$ cat config.mk
export PLATFORM = sky130hd
export DESIGN_NAME = light_curtain_interlock_monitor
export DESIGN_NICKNAME = d
export VERILOG_FILES = /design/src/rtl/curtain_pkg.sv /design/src/rtl/light_curtain_interlock_monitor.sv /design/src/rtl/reset_button_filter.sv
export VERILOG_INCLUDE_DIRS = /design/src /design/src/rtl
export SDC_FILE = /design/constraint.sdc
export NUM_CORES = 1
export LEC_CHECK = 0
export BUFFER_PORTS_ARGS = -buffer_cell sky130_fd_sc_hd__buf_2
export CAP_MARGIN = 20
export CORE_MARGIN = 5
export CORE_UTILIZATION = 44
export DETAILED_ROUTE_END_ITERATION = 10
export HOLD_SLACK_MARGIN = 0.03
export PLACE_DENSITY = 0.65
export SLEW_MARGIN = 25
export SYNTH_ARGS = -nofsm -noshare
export SYNTH_HDL_FRONTEND = slang
export SYNTH_SLANG_ARGS = --single-unit
$ cat constraint.sdc
create_clock -name clk -period 3.2 [get_ports clk]
set_input_delay 0.96 -clock clk [delete_from_list [all_inputs] [get_ports clk]]
set_output_delay 0.96 -clock clk [all_outputs]
set_load 0.01 [all_outputs]
$ cat src/rtl/curtain_consts.svh
// Timing constants for the light curtain interlock monitor
`ifndef CURTAIN_CONSTS_SVH
`define CURTAIN_CONSTS_SVH

`define CLK_FREQ_HZ        100000000
`define RESET_MIN_MS       150
`define RESET_MAX_MS       4000
`define FEEDBACK_WINDOW_MS 350
`define RESET_MIN_CYCLES   ((`CLK_FREQ_HZ / 1000) * `RESET_MIN_MS)
`define RESET_MAX_CYCLES   ((`CLK_FREQ_HZ / 1000) * `RESET_MAX_MS)
`define FEEDBACK_CYCLES    ((`CLK_FREQ_HZ / 1000) * `FEEDBACK_WINDOW_MS)
`define STUCK_CYCLES_MULT  2
`define MAX_UNITS          3
`define BEAM_CNT_W         8
`define TIMER_W            32

`endif

$ cat src/rtl/curtain_pkg.sv
// Types of the light curtain interlock monitor
package curtain_pkg;

    typedef struct packed {
        logic internalErr;
        logic scanErr;
        logic feedbackErr;
        logic cascadeErr;
        logic restartErr;
        logic outputErr;
        logic supplyErr;
    } fault_type;

    typedef struct packed {
        logic       valid;
        logic       last;
        logic       blocked;
        logic       syncBeam;
        logic [1:0] unit;
    } beam_type;

    typedef enum logic [1:0] {
        RUN_OFF,
        RUN_ON,
        RUN_LOCKOUT
    } run_state_type;

endpackage : curtain_pkg

$ cat src/rtl/light_curtain_interlock_monitor.sv
// Receiver control: safety outputs, restart interlock, feedback monitor
`timescale 1ns/100ps
`include "curtain_consts.svh"
module light_curtain_interlock_monitor
    import curtain_pkg::*;
#(
    parameter logic [`TIMER_W-1:0] RESET_MIN = `RESET_MIN_CYCLES,
    parameter logic [`TIMER_W-1:0] RESET_MAX = `RESET_MAX_CYCLES,
    parameter logic [`TIMER_W-1:0] FB_WINDOW = `FEEDBACK_CYCLES
) (
    input  wire logic      clk,
    input  wire logic      rst_n,
    input  wire logic      restartInterlockPin,
    input  wire logic      feedbackMonitorPin,
    input  wire logic      resetButtonPin,
    input  wire logic      feedbackPin,
    input  wire beam_type  beam,
    input  wire logic [1:0] unitCount,
    input  wire logic      cascadeLinkOk,
    input  wire logic      internalFault,
    input  wire logic      outputReadback,
    input  wire logic      supplyOk,
    output logic [1:0]     safetySwitchOutput,
    output fault_type      fault,
    output logic           lockout,
    output logic           restartInterlockArmed,
    output logic           contactorFeedbackMonitor,
    output logic           powerIndicator,
    output logic           synced
);

    // ------------------------------------------------------------
    // Pin synchronisers
    // ------------------------------------------------------------
    logic [1:0] resSync;
    logic [1:0] monSync;
    logic [1:0] btnSync;
    logic [1:0] fbSync;
    logic [1:0] supSync;
    logic [1:0] rbSync;

    always_ff @(posedge clk) begin
        if (!rst_n) begin
            resSync <= 2'h0;
            monSync <= 2'h0;
            btnSync <= 2'h0;
            fbSync  <= 2'h0;
            supSync <= 2'h0;
            rbSync  <= 2'h0;
        end else begin
            resSync <= {resSync[0], restartInterlockPin};
            monSync <= {monSync[0], feedbackMonitorPin};
            btnSync <= {btnSync[0], resetButtonPin};
            fbSync  <= {fbSync[0], feedbackPin};
            supSync <= {supSync[0], supplyOk};
            rbSync  <= {rbSync[0], outputReadback};
        end
    end

    // ------------------------------------------------------------
    // Static configuration captured after reset release
    // ------------------------------------------------------------
    logic       interlockEnabled;
    logic       feedbackEnabled;
    logic [1:0] configDelay;

    always_ff @(posedge clk) begin
        if (!rst_n) begin
            configDelay      <= 2'h0;
            interlockEnabled <= 1'b1;
            feedbackEnabled  <= 1'b0;
        end else if (configDelay != 2'h3) begin
            configDelay      <= configDelay + 2'h1;
            interlockEnabled <= resSync[1];
            feedbackEnabled  <= monSync[1];
        end
    end

    wire configReady = (configDelay == 2'h3);

    // ------------------------------------------------------------
    // Reset button qualification
    // ------------------------------------------------------------
    logic validReset;
    logic buttonStuck;

    reset_button_filter #(
        .MIN_CYCLES (RESET_MIN),
        .MAX_CYCLES (RESET_MAX)
    ) buttonFilter (
        .clk           (clk),
        .rst_n         (rst_n),
        .buttonPressed (btnSync[1]),
        .validReset    (validReset),
        .stuck         (buttonStuck)
    );

    // ------------------------------------------------------------
    // Scan evaluation
    // ------------------------------------------------------------
    logic                   scanActive;
    logic                   scanBlocked;
    logic                   fieldClear;
    logic                   scanDone;
    logic [`BEAM_CNT_W-1:0] beamIndex;
    logic                   scanError;

    // A sync beam from unit 0 opens a scan only when beamIndex is zero; beams from a unit below unitCount outside a scan are a scan error
    always_ff @(posedge clk) begin
        if (!rst_n) begin
            scanActive  <= 1'b0;
            scanBlocked <= 1'b0;
            fieldClear  <= 1'b0;
            scanDone    <= 1'b0;
            beamIndex   <= '0;
            synced      <= 1'b0;
            scanError   <= 1'b0;
        end else begin
            scanDone  <= 1'b0;
            scanError <= 1'b0;
            if (beam.valid && beam.unit < 2'(`MAX_UNITS) && beam.unit < unitCount) begin
                if (beam.syncBeam && beam.unit == 2'h0 && beamIndex == '0) begin
                    scanActive  <= !beam.last;
                    scanBlocked <= beam.blocked;
                    beamIndex   <= beam.last ? '0 : 8'h1;
                    synced      <= 1'b1;
                    if (beam.last) begin
                        scanDone   <= 1'b1;
                        fieldClear <= !beam.blocked;
                    end
                end else if (scanActive && !beam.syncBeam) begin
                    beamIndex   <= beam.last ? '0 : beamIndex + 8'h1;
                    scanBlocked <= scanBlocked | beam.blocked;
                    if (beam.last) begin
                        scanActive <= 1'b0;
                        scanDone   <= 1'b1;
                        fieldClear <= !(scanBlocked | beam.blocked);
                    end
                end else begin
                    scanActive <= 1'b0;
                    beamIndex  <= '0;
                    synced     <= 1'b0;
                    scanError  <= 1'b1;
                end
            end
        end
    end

    wire beamInterrupt = beam.valid && beam.blocked;

    // ------------------------------------------------------------
    // Readback alignment
    // ------------------------------------------------------------
    logic [1:0] outHist;

    // Output delayed to match the readback synchroniser
    always_ff @(posedge clk) begin
        if (!rst_n) begin
            outHist <= 2'h0;
        end else begin
            outHist <= {outHist[0], safetySwitchOutput[0]};
        end
    end

    // ------------------------------------------------------------
    // Fault latches
    // ------------------------------------------------------------
    run_state_type state;
    logic          feedbackFail;
    logic          outputMismatch;

    assign outputMismatch = (rbSync[1] != outHist[1]);

    always_ff @(posedge clk) begin
        if (!rst_n) begin
            fault <= '0;
        end else begin
            if (internalFault)           fault.internalErr <= 1'b1;
            if (scanError)               fault.scanErr     <= 1'b1;
            if (feedbackFail)            fault.feedbackErr <= 1'b1;
            if (!cascadeLinkOk && unitCount > 2'h1) fault.cascadeErr <= 1'b1;
            if (buttonStuck)             fault.restartErr  <= 1'b1;
            if (configReady && outputMismatch) fault.outputErr <= 1'b1;
            if (configReady && !supSync[1])    fault.supplyErr <= 1'b1;
        end
    end

    assign lockout = |fault;

    // ------------------------------------------------------------
    // Feedback window timer
    // ------------------------------------------------------------
    logic [`TIMER_W-1:0] fbTimer;
    logic                fbWaitOpen;
    logic                fbWaitClose;
    wire                 feedbackClosed = fbSync[1];
    logic                switchOn;
    logic                switchOff;

    always_ff @(posedge clk) begin
        if (!rst_n) begin
            fbTimer      <= '0;
            fbWaitOpen   <= 1'b0;
            fbWaitClose  <= 1'b0;
            feedbackFail <= 1'b0;
        end else begin
            feedbackFail <= 1'b0;
            if (!feedbackEnabled) begin
                fbWaitOpen  <= 1'b0;
                fbWaitClose <= 1'b0;
                fbTimer     <= '0;
            end else if (switchOn) begin
                fbWaitOpen  <= 1'b1;
                fbWaitClose <= 1'b0;
                fbTimer     <= '0;
            end else if (switchOff) begin
                fbWaitOpen  <= 1'b0;
                fbWaitClose <= 1'b1;
                fbTimer     <= '0;
            end else if (fbWaitOpen) begin
                if (!feedbackClosed) begin
                    fbWaitOpen <= 1'b0;
                end else if (fbTimer >= FB_WINDOW - 1) begin
                    fbWaitOpen   <= 1'b0;
                    feedbackFail <= 1'b1;
                end else begin
                    fbTimer <= fbTimer + 1'b1;
                end
            end else if (fbWaitClose) begin
                if (feedbackClosed) begin
                    fbWaitClose <= 1'b0;
                end else if (fbTimer >= FB_WINDOW - 1) begin
                    fbWaitClose  <= 1'b0;
                    feedbackFail <= 1'b1;
                end else begin
                    fbTimer <= fbTimer + 1'b1;
                end
            end
        end
    end

    // ------------------------------------------------------------
    // Output state machine
    // ------------------------------------------------------------
    wire feedbackReady = !feedbackEnabled || (feedbackClosed && !fbWaitClose);
    wire startAllowed  = configReady && !lockout && fieldClear && !scanBlocked && feedbackReady;

    always_comb begin
        switchOn  = 1'b0;
        switchOff = 1'b0;
        case (state)
            RUN_OFF: begin
                if (interlockEnabled) begin
                    switchOn = startAllowed && validReset && !beamInterrupt;
                end else begin
                    switchOn = startAllowed && scanDone && !beamInterrupt;
                end
            end
            RUN_ON: begin
                switchOff = beamInterrupt || lockout || feedbackFail;
            end
            RUN_LOCKOUT: begin
                switchOff = 1'b0;
            end
            default: begin
                switchOff = 1'b0;
            end
        endcase
    end

    always_ff @(posedge clk) begin
        if (!rst_n) begin
            state <= RUN_OFF;
        end else begin
            case (state)
                RUN_OFF: begin
                    if (lockout) begin
                        state <= RUN_LOCKOUT;
                    end else if (switchOn) begin
                        state <= RUN_ON;
                    end
                end
                RUN_ON: begin
                    if (lockout || feedbackFail) begin
                        state <= RUN_LOCKOUT;
                    end else if (switchOff) begin
                        state <= RUN_OFF;
                    end
                end
                RUN_LOCKOUT: begin
                    state <= RUN_LOCKOUT;
                end
                default: begin
                    state <= RUN_LOCKOUT;
                end
            endcase
        end
    end

    // ------------------------------------------------------------
    // Registered outputs
    // ------------------------------------------------------------
    always_ff @(posedge clk) begin
        if (!rst_n) begin
            safetySwitchOutput <= 2'h0;
        end else begin
            safetySwitchOutput <= (state == RUN_ON && !switchOff) ? 2'h3 : 2'h0;
        end
    end

    always_ff @(posedge clk) begin
        if (!rst_n) begin
            restartInterlockArmed    <= 1'b0;
            contactorFeedbackMonitor <= 1'b0;
            powerIndicator           <= 1'b0;
        end else begin
            restartInterlockArmed    <= interlockEnabled && state == RUN_OFF && fieldClear;
            contactorFeedbackMonitor <= feedbackEnabled;
            powerIndicator           <= 1'b1;
        end
    end

endmodule : light_curtain_interlock_monitor

$ cat src/rtl/reset_button_filter.sv
// Press duration qualifier for the reset button
`timescale 1ns/100ps
`include "curtain_consts.svh"
module reset_button_filter
    import curtain_pkg::*;
#(
    parameter logic [`TIMER_W-1:0] MIN_CYCLES = `RESET_MIN_CYCLES,
    parameter logic [`TIMER_W-1:0] MAX_CYCLES = `RESET_MAX_CYCLES
) (
    input  wire logic clk,
    input  wire logic rst_n,
    input  wire logic buttonPressed,
    output logic      validReset,
    output logic      stuck
);

    logic [`TIMER_W-1:0] pressTime;
    logic                pressedLast;

    // ------------------------------------------------------------
    // Press timer
    // ------------------------------------------------------------
    always_ff @(posedge clk) begin
        if (!rst_n) begin
            pressTime   <= '0;
            pressedLast <= 1'b0;
        end else begin
            pressedLast <= buttonPressed;
            if (!buttonPressed) begin
                pressTime <= '0;
            end else if (pressTime != '1) begin
                pressTime <= pressTime + 1'b1;
            end
        end
    end

    // ------------------------------------------------------------
    // Release qualification
    // ------------------------------------------------------------
    always_ff @(posedge clk) begin
        if (!rst_n) begin
            validReset <= 1'b0;
        end else begin
            validReset <= pressedLast && !buttonPressed &&
                          pressTime >= MIN_CYCLES && pressTime <= MAX_CYCLES;
        end
    end

    always_ff @(posedge clk) begin
        if (!rst_n) begin
            stuck <= 1'b0;
        end else begin
            stuck <= buttonPressed && (pressTime >= (MAX_CYCLES << 1));
        end
    end

endmodule : reset_button_filter

==> results by group, run 1 <==
Outcome
  – Status: finished, final reports clean

Timing
  – Max Slew Vio Count: 0
  – Final Hold Viols: 0
  – Setup tns final: 0 ns
  – Worst Max-Slew Pin Slew: 0.759 ns
  – RSZ-0062 raised after global routing: false
  – Final min period: 2.55 ns
  – Period utilisation layout: 0.796
  – Final setup fails: 0
  – Rel. slew slack: 0.492
  – Clock Skew: 0.00776 ns
  – Fmax: 393 MHz

Job
  – Max Cap Violations: 0

Floorplanning
  – DIE WIDTH: 118 µm
  – Total core area: 11,400 µm²
  – # IOs: 32
  – Initial Util: 0.448
  – DIE AREA: 13,800 µm²
  – Chip height: 118 µm
  – Floorplan row count: 39

Cells and area
  – # diodes: 0
  – Fin cells: 780
  – Multi-input gate area: 2630 µm²
  – Layout area overhead: 16.0%
  – Share of layout cells above drive strength 1: 0.118
  – Final #Nets: 649
  – FF/Latch Area: 2300 µm²
  – Filler Cells Inserted: 1,038
  – Final core occ: 0.520

Logic synthesis
  – Top-area cell type share of the netlist area: 0.452
  – Distinct cells, synth: 50
  – Count leader, synth: dfxtp_1
  – Post-synth EDFFs: 0
  – Synth Register Bits: 115
  – Area leader, netlist: dfxtp_1
  – Synth Cell Area: 5100 µm²
  – Synth area leaders: dfxtp_1, nor2_1, xor2_1
  – Post-synthesis average cell area: 8.57 µm²
  – Commonest cells in the netlist: dfxtp_1, nor2_1, nand2_1, nand4_1, and2_1
  – YS warnings: 0
  – Main flop type after synthesis: dfxtp_1
  – Ys async rst share: 0
  – Syn nets: 620
  – Mapped Cells: 595
  – Seq/Total Area, Yosys: 0.452

Worst setup path
  – CP startpoint: fault[0]$_SDFFE_PN0P_
  – Critical path type: flip-flop to primary output
  – Reg-to-reg endpoint: fbTimer[16]$_SDFFE_PP0P_
  – Family with the most delay on the worst path: simple AND/OR/NAND/NOR gates
  – CP max stage cell: nor3_1
  – CP arrival: 1.59 ns
  – R2R Setup Slk: 0.67 ns
  – WP depth: 4
  – CP max stage delay: 0.34 ns
  – CP required: 2.24 ns
  – CP endpoint kind: primary output
  – Buf/Inv on CP: 2
  – Maximum fanout along the worst path: 5
  – Critical Path End: lockout
  – Worst Reg-to-Reg Cells: 6
  – CP cell instances: nor3_1 -> and2_1 -> inv_1 -> buf_2
  – Reg-to-Reg Start: fbTimer[26]$_SDFFE_PP0P_
  – Setup crit start kind: flip-flop

Routing
  – Drt pass-1 iters: 5
  – DRC: 0
  – ANT nets after route: 0
  – Initial DRC count: 314
  – DR vias/cell: 5.37
  – Final wirelength: 10,300 µm
  – Average wire per standard cell: 13.2 µm
  – Vias: 4,189

Pwr
  – Maximum vdd drop: 0.445 mV
  – P per Cell Area: 562 nW/µm²
  – Leak pwr: 2.01 nW

Worst hold path
  – Hold crit path type: flip-flop to flip-flop

GRT
  – First-pass GRT wire length: 18,000 µm
  – Largest net degree at the start of global routing: 41
  – Tot GR Track Use: 0.155
  – GRT overflow: 0
  – Vias in the first global route: 3,946
  – Initial antenna violation count: 0

Clocking
  – Hold-fix buffers, CTS: 0
  – CTS tree: built
  – Clock buffer depth: 2
  – Clock Latency Late Sink: 0.42 ns
  – Clock Sinks: 115
  – Depth of the CTS H-tree: 4
  – Clock slew at reported path FFs: 0.05 ns
  – TritonCTS Buffers: 17
  – Clock root buffer: clkbuf_16
  – Post-CTS setup buffers: 0
  – Post_cts resized: 0

Place
  – IO Port Bufs: 31
  – Dpl cells: 748
  – Placed wire-length estimate: 7180 µm
  – Routability cong.: 0.909
## flip-flops by register name (all words and copies together) (netlist names), 7 cells and up
signal and count:
buttonFilter.pressTime 32, fbTimer 32, beamIndex 8, fault 7
## cell type report
type                       instances  area share
multi-input combinational        439       0.445
inverter                          15     0.00952
timing repair buffer              36      0.0326
clock inverter                    13      0.0188
clock buffer                      19      0.0749
tap                              143      0.0303
sequential                       115       0.389
## per-stage QoR
step / hold WS [ns] / cell area (µm²) / power, mW / setup slack, ns
after global placement: 0.415 / 5360 / 1.60 / 0.626
after CTS: 0.434 / 5910 / 3.36 / 0.605
after global routing: 0.452 / 5910 / 3.45 / 0.484
after detailed placement: 0.422 / 5360 / 1.61 / 0.566
after floorplan: 0.405 / 5100 / 1.56 / 0.752
final: 0.430 / 5910 / 3.32 / 0.653
## where the power goes
| part | switching [mW] | internal [mW] |
|---|---|---|
| Combinational | 0.0570 | 0.0468 |
| Clock | 0.668 | 1.08 |
| Sequential | 0.0131 | 1.46 |
## metal layers
metal | up-vias | track usage | share of wire
met5 | - | 0 | 0
met4 | 0 | 0.0624 | 0.019
met3 | 19 | 0.0505 | 0.044
met2 | 82 | 0.238 | 0.45
met1 | 1947 | 0.200 | 0.49
li1 | 2141 | - | -
## layout by cell type (no fill, tap or decap), types with 2 or more instances in the layout
| master | count |
|---|---|
| nand3_1 | 27 |
| o211ai_1 | 3 |
| nor2_1 | 75 |
| inv_1 | 15 |
| nand4_1 | 33 |
| clkinv_2 | 5 |
| o21ai_0 | 20 |
| a21oi_1 | 26 |
| a21boi_0 | 3 |
| or2_2 | 2 |
| a211oi_1 | 3 |
| o21a_1 | 6 |
| or4_1 | 6 |
| nor3_1 | 15 |
| nand3b_1 | 3 |
| xor2_1 | 26 |
| clkinv_4 | 2 |
| and3_1 | 7 |
| mux2i_1 | 7 |
| nor4_1 | 18 |
| nor3b_1 | 3 |
| buf_4 | 5 |
| buf_2 | 31 |
| nand4b_1 | 2 |
| clkbuf_16 | 17 |
| dfxtp_1 | 115 |
| nand2b_1 | 5 |
| o31ai_1 | 4 |
| and2_1 | 30 |
| nor2b_1 | 11 |
| clkinvlp_4 | 4 |
| xnor2_1 | 21 |
| nand2_1 | 44 |
| ha_1 | 7 |
| or3_1 | 15 |
## how the worst min path moves through the flow
stage / cells past startpoint / end / start / slack (ns)
final: 1 / btnSync[1]$_SDFF_PN0_ / btnSync[0]$_SDFF_PN0_ / 0.43
after global routing: 1 / btnSync[1]$_SDFF_PN0_ / btnSync[0]$_SDFF_PN0_ / 0.45
after CTS: 1 / btnSync[1]$_SDFF_PN0_ / btnSync[0]$_SDFF_PN0_ / 0.43
after detailed placement: 1 / btnSync[1]$_SDFF_PN0_ / btnSync[0]$_SDFF_PN0_ / 0.42
after global placement: 1 / fault[5]$_SDFFE_PN0P_ / scanError$_SDFF_PP0_ / 0.41
after floorplan: 1 / fault[2]$_SDFFE_PN0P_ / buttonFilter.stuck$_SDFF_PN0_ / 0.41
## kinds of logic (layout without fill, tap and decap cells)
family,after synthesis,count (layout),share of synthesized area
xor gates and xnor gates,47,47,0.0807
AOI/OAI and AO/OA,75,75,0.0920
and+or+nand+nor,303,303,0.312
adders and majority gates,7,7,0.0172
buffers and inverters,41,83,0.0329
DFF,115,115,0.452
muxes,7,7,0.0137
Power figures use the tool's default switching activity.
==> run 2: changes to the inputs <==
- clock period: 3.2 -> 2.5 ns (I/O delays scaled with it)
==> run 2 against run 1 <==
Combinational power grew 34%; sequential share of layout area shrank 1.1 points; setup slack lost 0.57 ns; flip-flop and latch count is the same; global-route usage grew 0.75 points; first-iteration DRC count shrank 3.2%; sequential power grew 28%; critical path type is now flip-flop to flip-flop; highest routed layer unchanged; non-clock buffer count grew 12.
==> results by group, run 2 (synthesis results as in run 1) <==
Pwr
  – Clock share of power: 0.560 (was 0.526)
  – Combinational share of power: 0.030 (was 0.031)
  – Maximum vdd drop: 0.551 mV (was 0.445 mV)
  – Pint: 3.61 mW (was 2.58 mW)
  – Leak pwr: 2.11 nW (was 2.01 nW)
  – P per Cell Area: 754 nW/µm² (was 562 nW/µm²)
  – Reg power frac: 0.410 (was 0.442)
  – Net switching power: 0.978 mW (was 0.738 mW)
  – Total power: 4.59 mW (was 3.32 mW)
  – Sw Ratio: 0.213 (was 0.222)

Clocking
  – Clock slew at reported path FFs: 0.06 ns (was 0.05 ns)
  – Depth of the CTS H-tree: 4 (unchanged)
  – Clock root buffer: clkbuf_16 (unchanged)
  – CTS tree: built (unchanged)
  – Hold-fix buffers, CTS: 0 (unchanged)
  – Clock Latency Late Sink: 0.42 ns (about the same)
  – Clock Sinks: 115 (unchanged)
  – TritonCTS Buffers: 17 (unchanged)
  – Clock buffer depth: 2 (unchanged)

Floorplanning
  – Chip height: 118 µm (unchanged)
  – Floorplan row count: 39 (unchanged)
  – DIE WIDTH: 118 µm (unchanged)
  – Initial Util: 0.448 (unchanged)
  – DIE AREA: 13,800 µm² (unchanged)
  – Total core area: 11,400 µm² (unchanged)
  – # IOs: 32 (unchanged)

Place
  – Routability cong.: 0.867 (was 0.909)
  – Placed cell area: 5450 µm² (was 5360 µm²)
  – Placed wire-length estimate: 7480 µm (was 7180 µm)
  – IO Port Bufs: 31 (unchanged)

Worst setup path
  – CP max stage cell: or4_1 (was nor3_1)
  – Setup crit start kind: flip-flop (unchanged)
  – Maximum fanout along the worst path: 12 (was 5)
  – CP cell instances: or4_4 -> or3_4 -> a221oi_4 -> nand3_1 -> or4_1 -> nand2_1 (was nor3_1 -> and2_1 -> inv_1 -> buf_2)
  – CP endpoint kind: flip-flop (was primary output)
  – CP arrival: 2.78 ns (was 1.59 ns)
  – CP max stage delay: 0.56 ns (was 0.34 ns)
  – Critical path type: flip-flop to flip-flop (was flip-flop to primary output)
  – CP required: 2.86 ns (was 2.24 ns)

GRT
  – Largest net degree at the start of global routing: 41 (unchanged)
  – First-pass GRT wire length: 19,000 µm (was 18,000 µm)
  – Tot GR Track Use: 0.162 (was 0.155)
  – Initial antenna violation count: 0 (unchanged)
  – Vias in the first global route: 4,225 (was 3,946)
  – GRT overflow: 0 (unchanged)

Timing
  – Worst Max-Slew Pin Slew: 0.530 ns (was 0.759 ns)
  – Period utilisation layout: 0.966
  – Final Hold Viols: 0 (unchanged)
  – Final setup fails: 0 (unchanged)
  – Clock Skew: 0.0118 ns (was 0.00776 ns)
  – Final min period: 2.42 ns
  – Fmax: 414 MHz
  – Rel. slew slack: 0.646 (was 0.492)
  – Max Slew Vio Count: 0 (unchanged)
  – RSZ-0062 raised after global routing: true (was false)

Routing
  – ANT nets after route: 0 (unchanged)
  – Final wirelength: 10,800 µm (was 10,300 µm)
  – Average wire per standard cell: 13.6 µm (was 13.2 µm)
  – Initial DRC count: 304 (was 314)
  – DR vias/cell: 5.34 (was 5.37)
  – Vias: 4,233 (was 4,189)
  – Drt pass-1 iters: 5 (unchanged)
  – DRC: 0 (unchanged)

Cells and area
  – Share of layout cells above drive strength 1: 0.136 (was 0.118)
  – Fin area: 6080 µm² (was 5910 µm²)
  – Regs by FF count: buttonFilter.pressTime (32), fbTimer (32), beamIndex (8) (unchanged)
  – # diodes: 0 (unchanged)
  – Most frequent cells in the layout: dfxtp_1, nor2_1, nand2_1 (unchanged)
  – Layout area overhead: 19.3% (was 16.0%)
  – Final #Nets: 661 (was 649)
  – Most common cell after layout, fill and taps aside: dfxtp_1 (unchanged)
  – Final core occ: 0.535 (was 0.520)

Job
  – Max Cap Violations: 0 (unchanged)

Worst hold path
  – Hold crit path type: flip-flop to flip-flop (unchanged)

Outcome
  – Status: finished, final reports clean (unchanged)
==> run 2: changes by cell type in the layout (fill, tap and decap cells not counted), moves of 2 or more <==
cell        before  now
buf_4            5   17
clkinv_2         5    1
bufinv_16        1    4
clkinv_4         2    5
clkinvlp_4       4    1
inv_6            1    3
==> run 2: path summary, 6_finish.rpt <==
kind                            start                       end  slack, ns  depth (start not counted)
max          fbTimer[26]$_SDFFE_PP0P_  fbTimer[16]$_SDFFE_PP0P_       0.08                          6
min              scanError$_SDFF_PP0_     fault[5]$_SDFFE_PN0P_       0.43                          1
max reg2reg  fbTimer[26]$_SDFFE_PP0P_  fbTimer[16]$_SDFFE_PP0P_       0.08                          6
min reg2reg      scanError$_SDFF_PP0_     fault[5]$_SDFFE_PN0P_       0.43                          1
==> run 2: layout make-up <==
cell class,count,area [µm²]
Inverter,15,56.3
Clock inverter,14,203
Tap cell,143,179
Clock buffer,18,429
Timing Repair Buffer,48,283
Fill cell,1042,5290
Multi-Input combinational cell,439,2630
Sequential cell,115,2300
==> run 2: timing repair <==
item,4_1_cts,5_1_grt
endpoints found under the hold margin,0,0
setup endpoints to repair,0,6
resized for setup,0,1
setup buffers,0,0
==> run 2: power by group through the flow <==
| stage | combinational [mW] | clock, mW | sequential, mW |
|---|---|---|---|
| 3_3_place_gp | 0.136 | 0 | 1.92 |
| 4_1_cts | 0.141 | 2.63 | 1.88 |
| 6_report | 0.139 | 2.57 | 1.88 |
| 3_5_place_dp | 0.140 | 0 | 1.92 |
| 5_1_grt | 0.156 | 2.73 | 1.88 |
| 2_1_floorplan | 0.0842 | 0 | 1.92 |
==> run 2: metrics by stage <==
step / worst slack, ns / std cells / hold WS [ns] / TNS, ns
CTS: 0.0724 / 792 / 0.431 / 0
detailed placement: 0.0896 / 760 / 0.417 / 0
global placement: 0.160 / 760 / 0.413 / 0
global route: -0.0377 / 792 / 0.451 / -0.0726
finish: 0.0839 / 792 / 0.426 / 0
floorplan: 0.236 / 595 / 0.405 / 0
==> run 2: per-layer routing <==
| metal | GRT usage | vias to the layer above | wire [µm] |
|---|---|---|---|
| met3 | 0.0519 | 12 | 464 |
| met5 | 0 | - | 0 |
| met2 | 0.261 | 98 | 5080 |
| met1 | 0.204 | 1962 | 5110 |
| met4 | 0.0588 | 0 | 114 |
| li1 | - | 2161 | - |
==> run 2: critical path, delay by kind of cell, from the launching register on <==
| kind | cells | cell delay, ns |
|---|---|---|
| AO/OA/AOI/OAI | 1 | 0.20 |
| AND/OR/NAND/NOR | 5 | 1.86 |
| flip-flops | 1 | 0.31 |
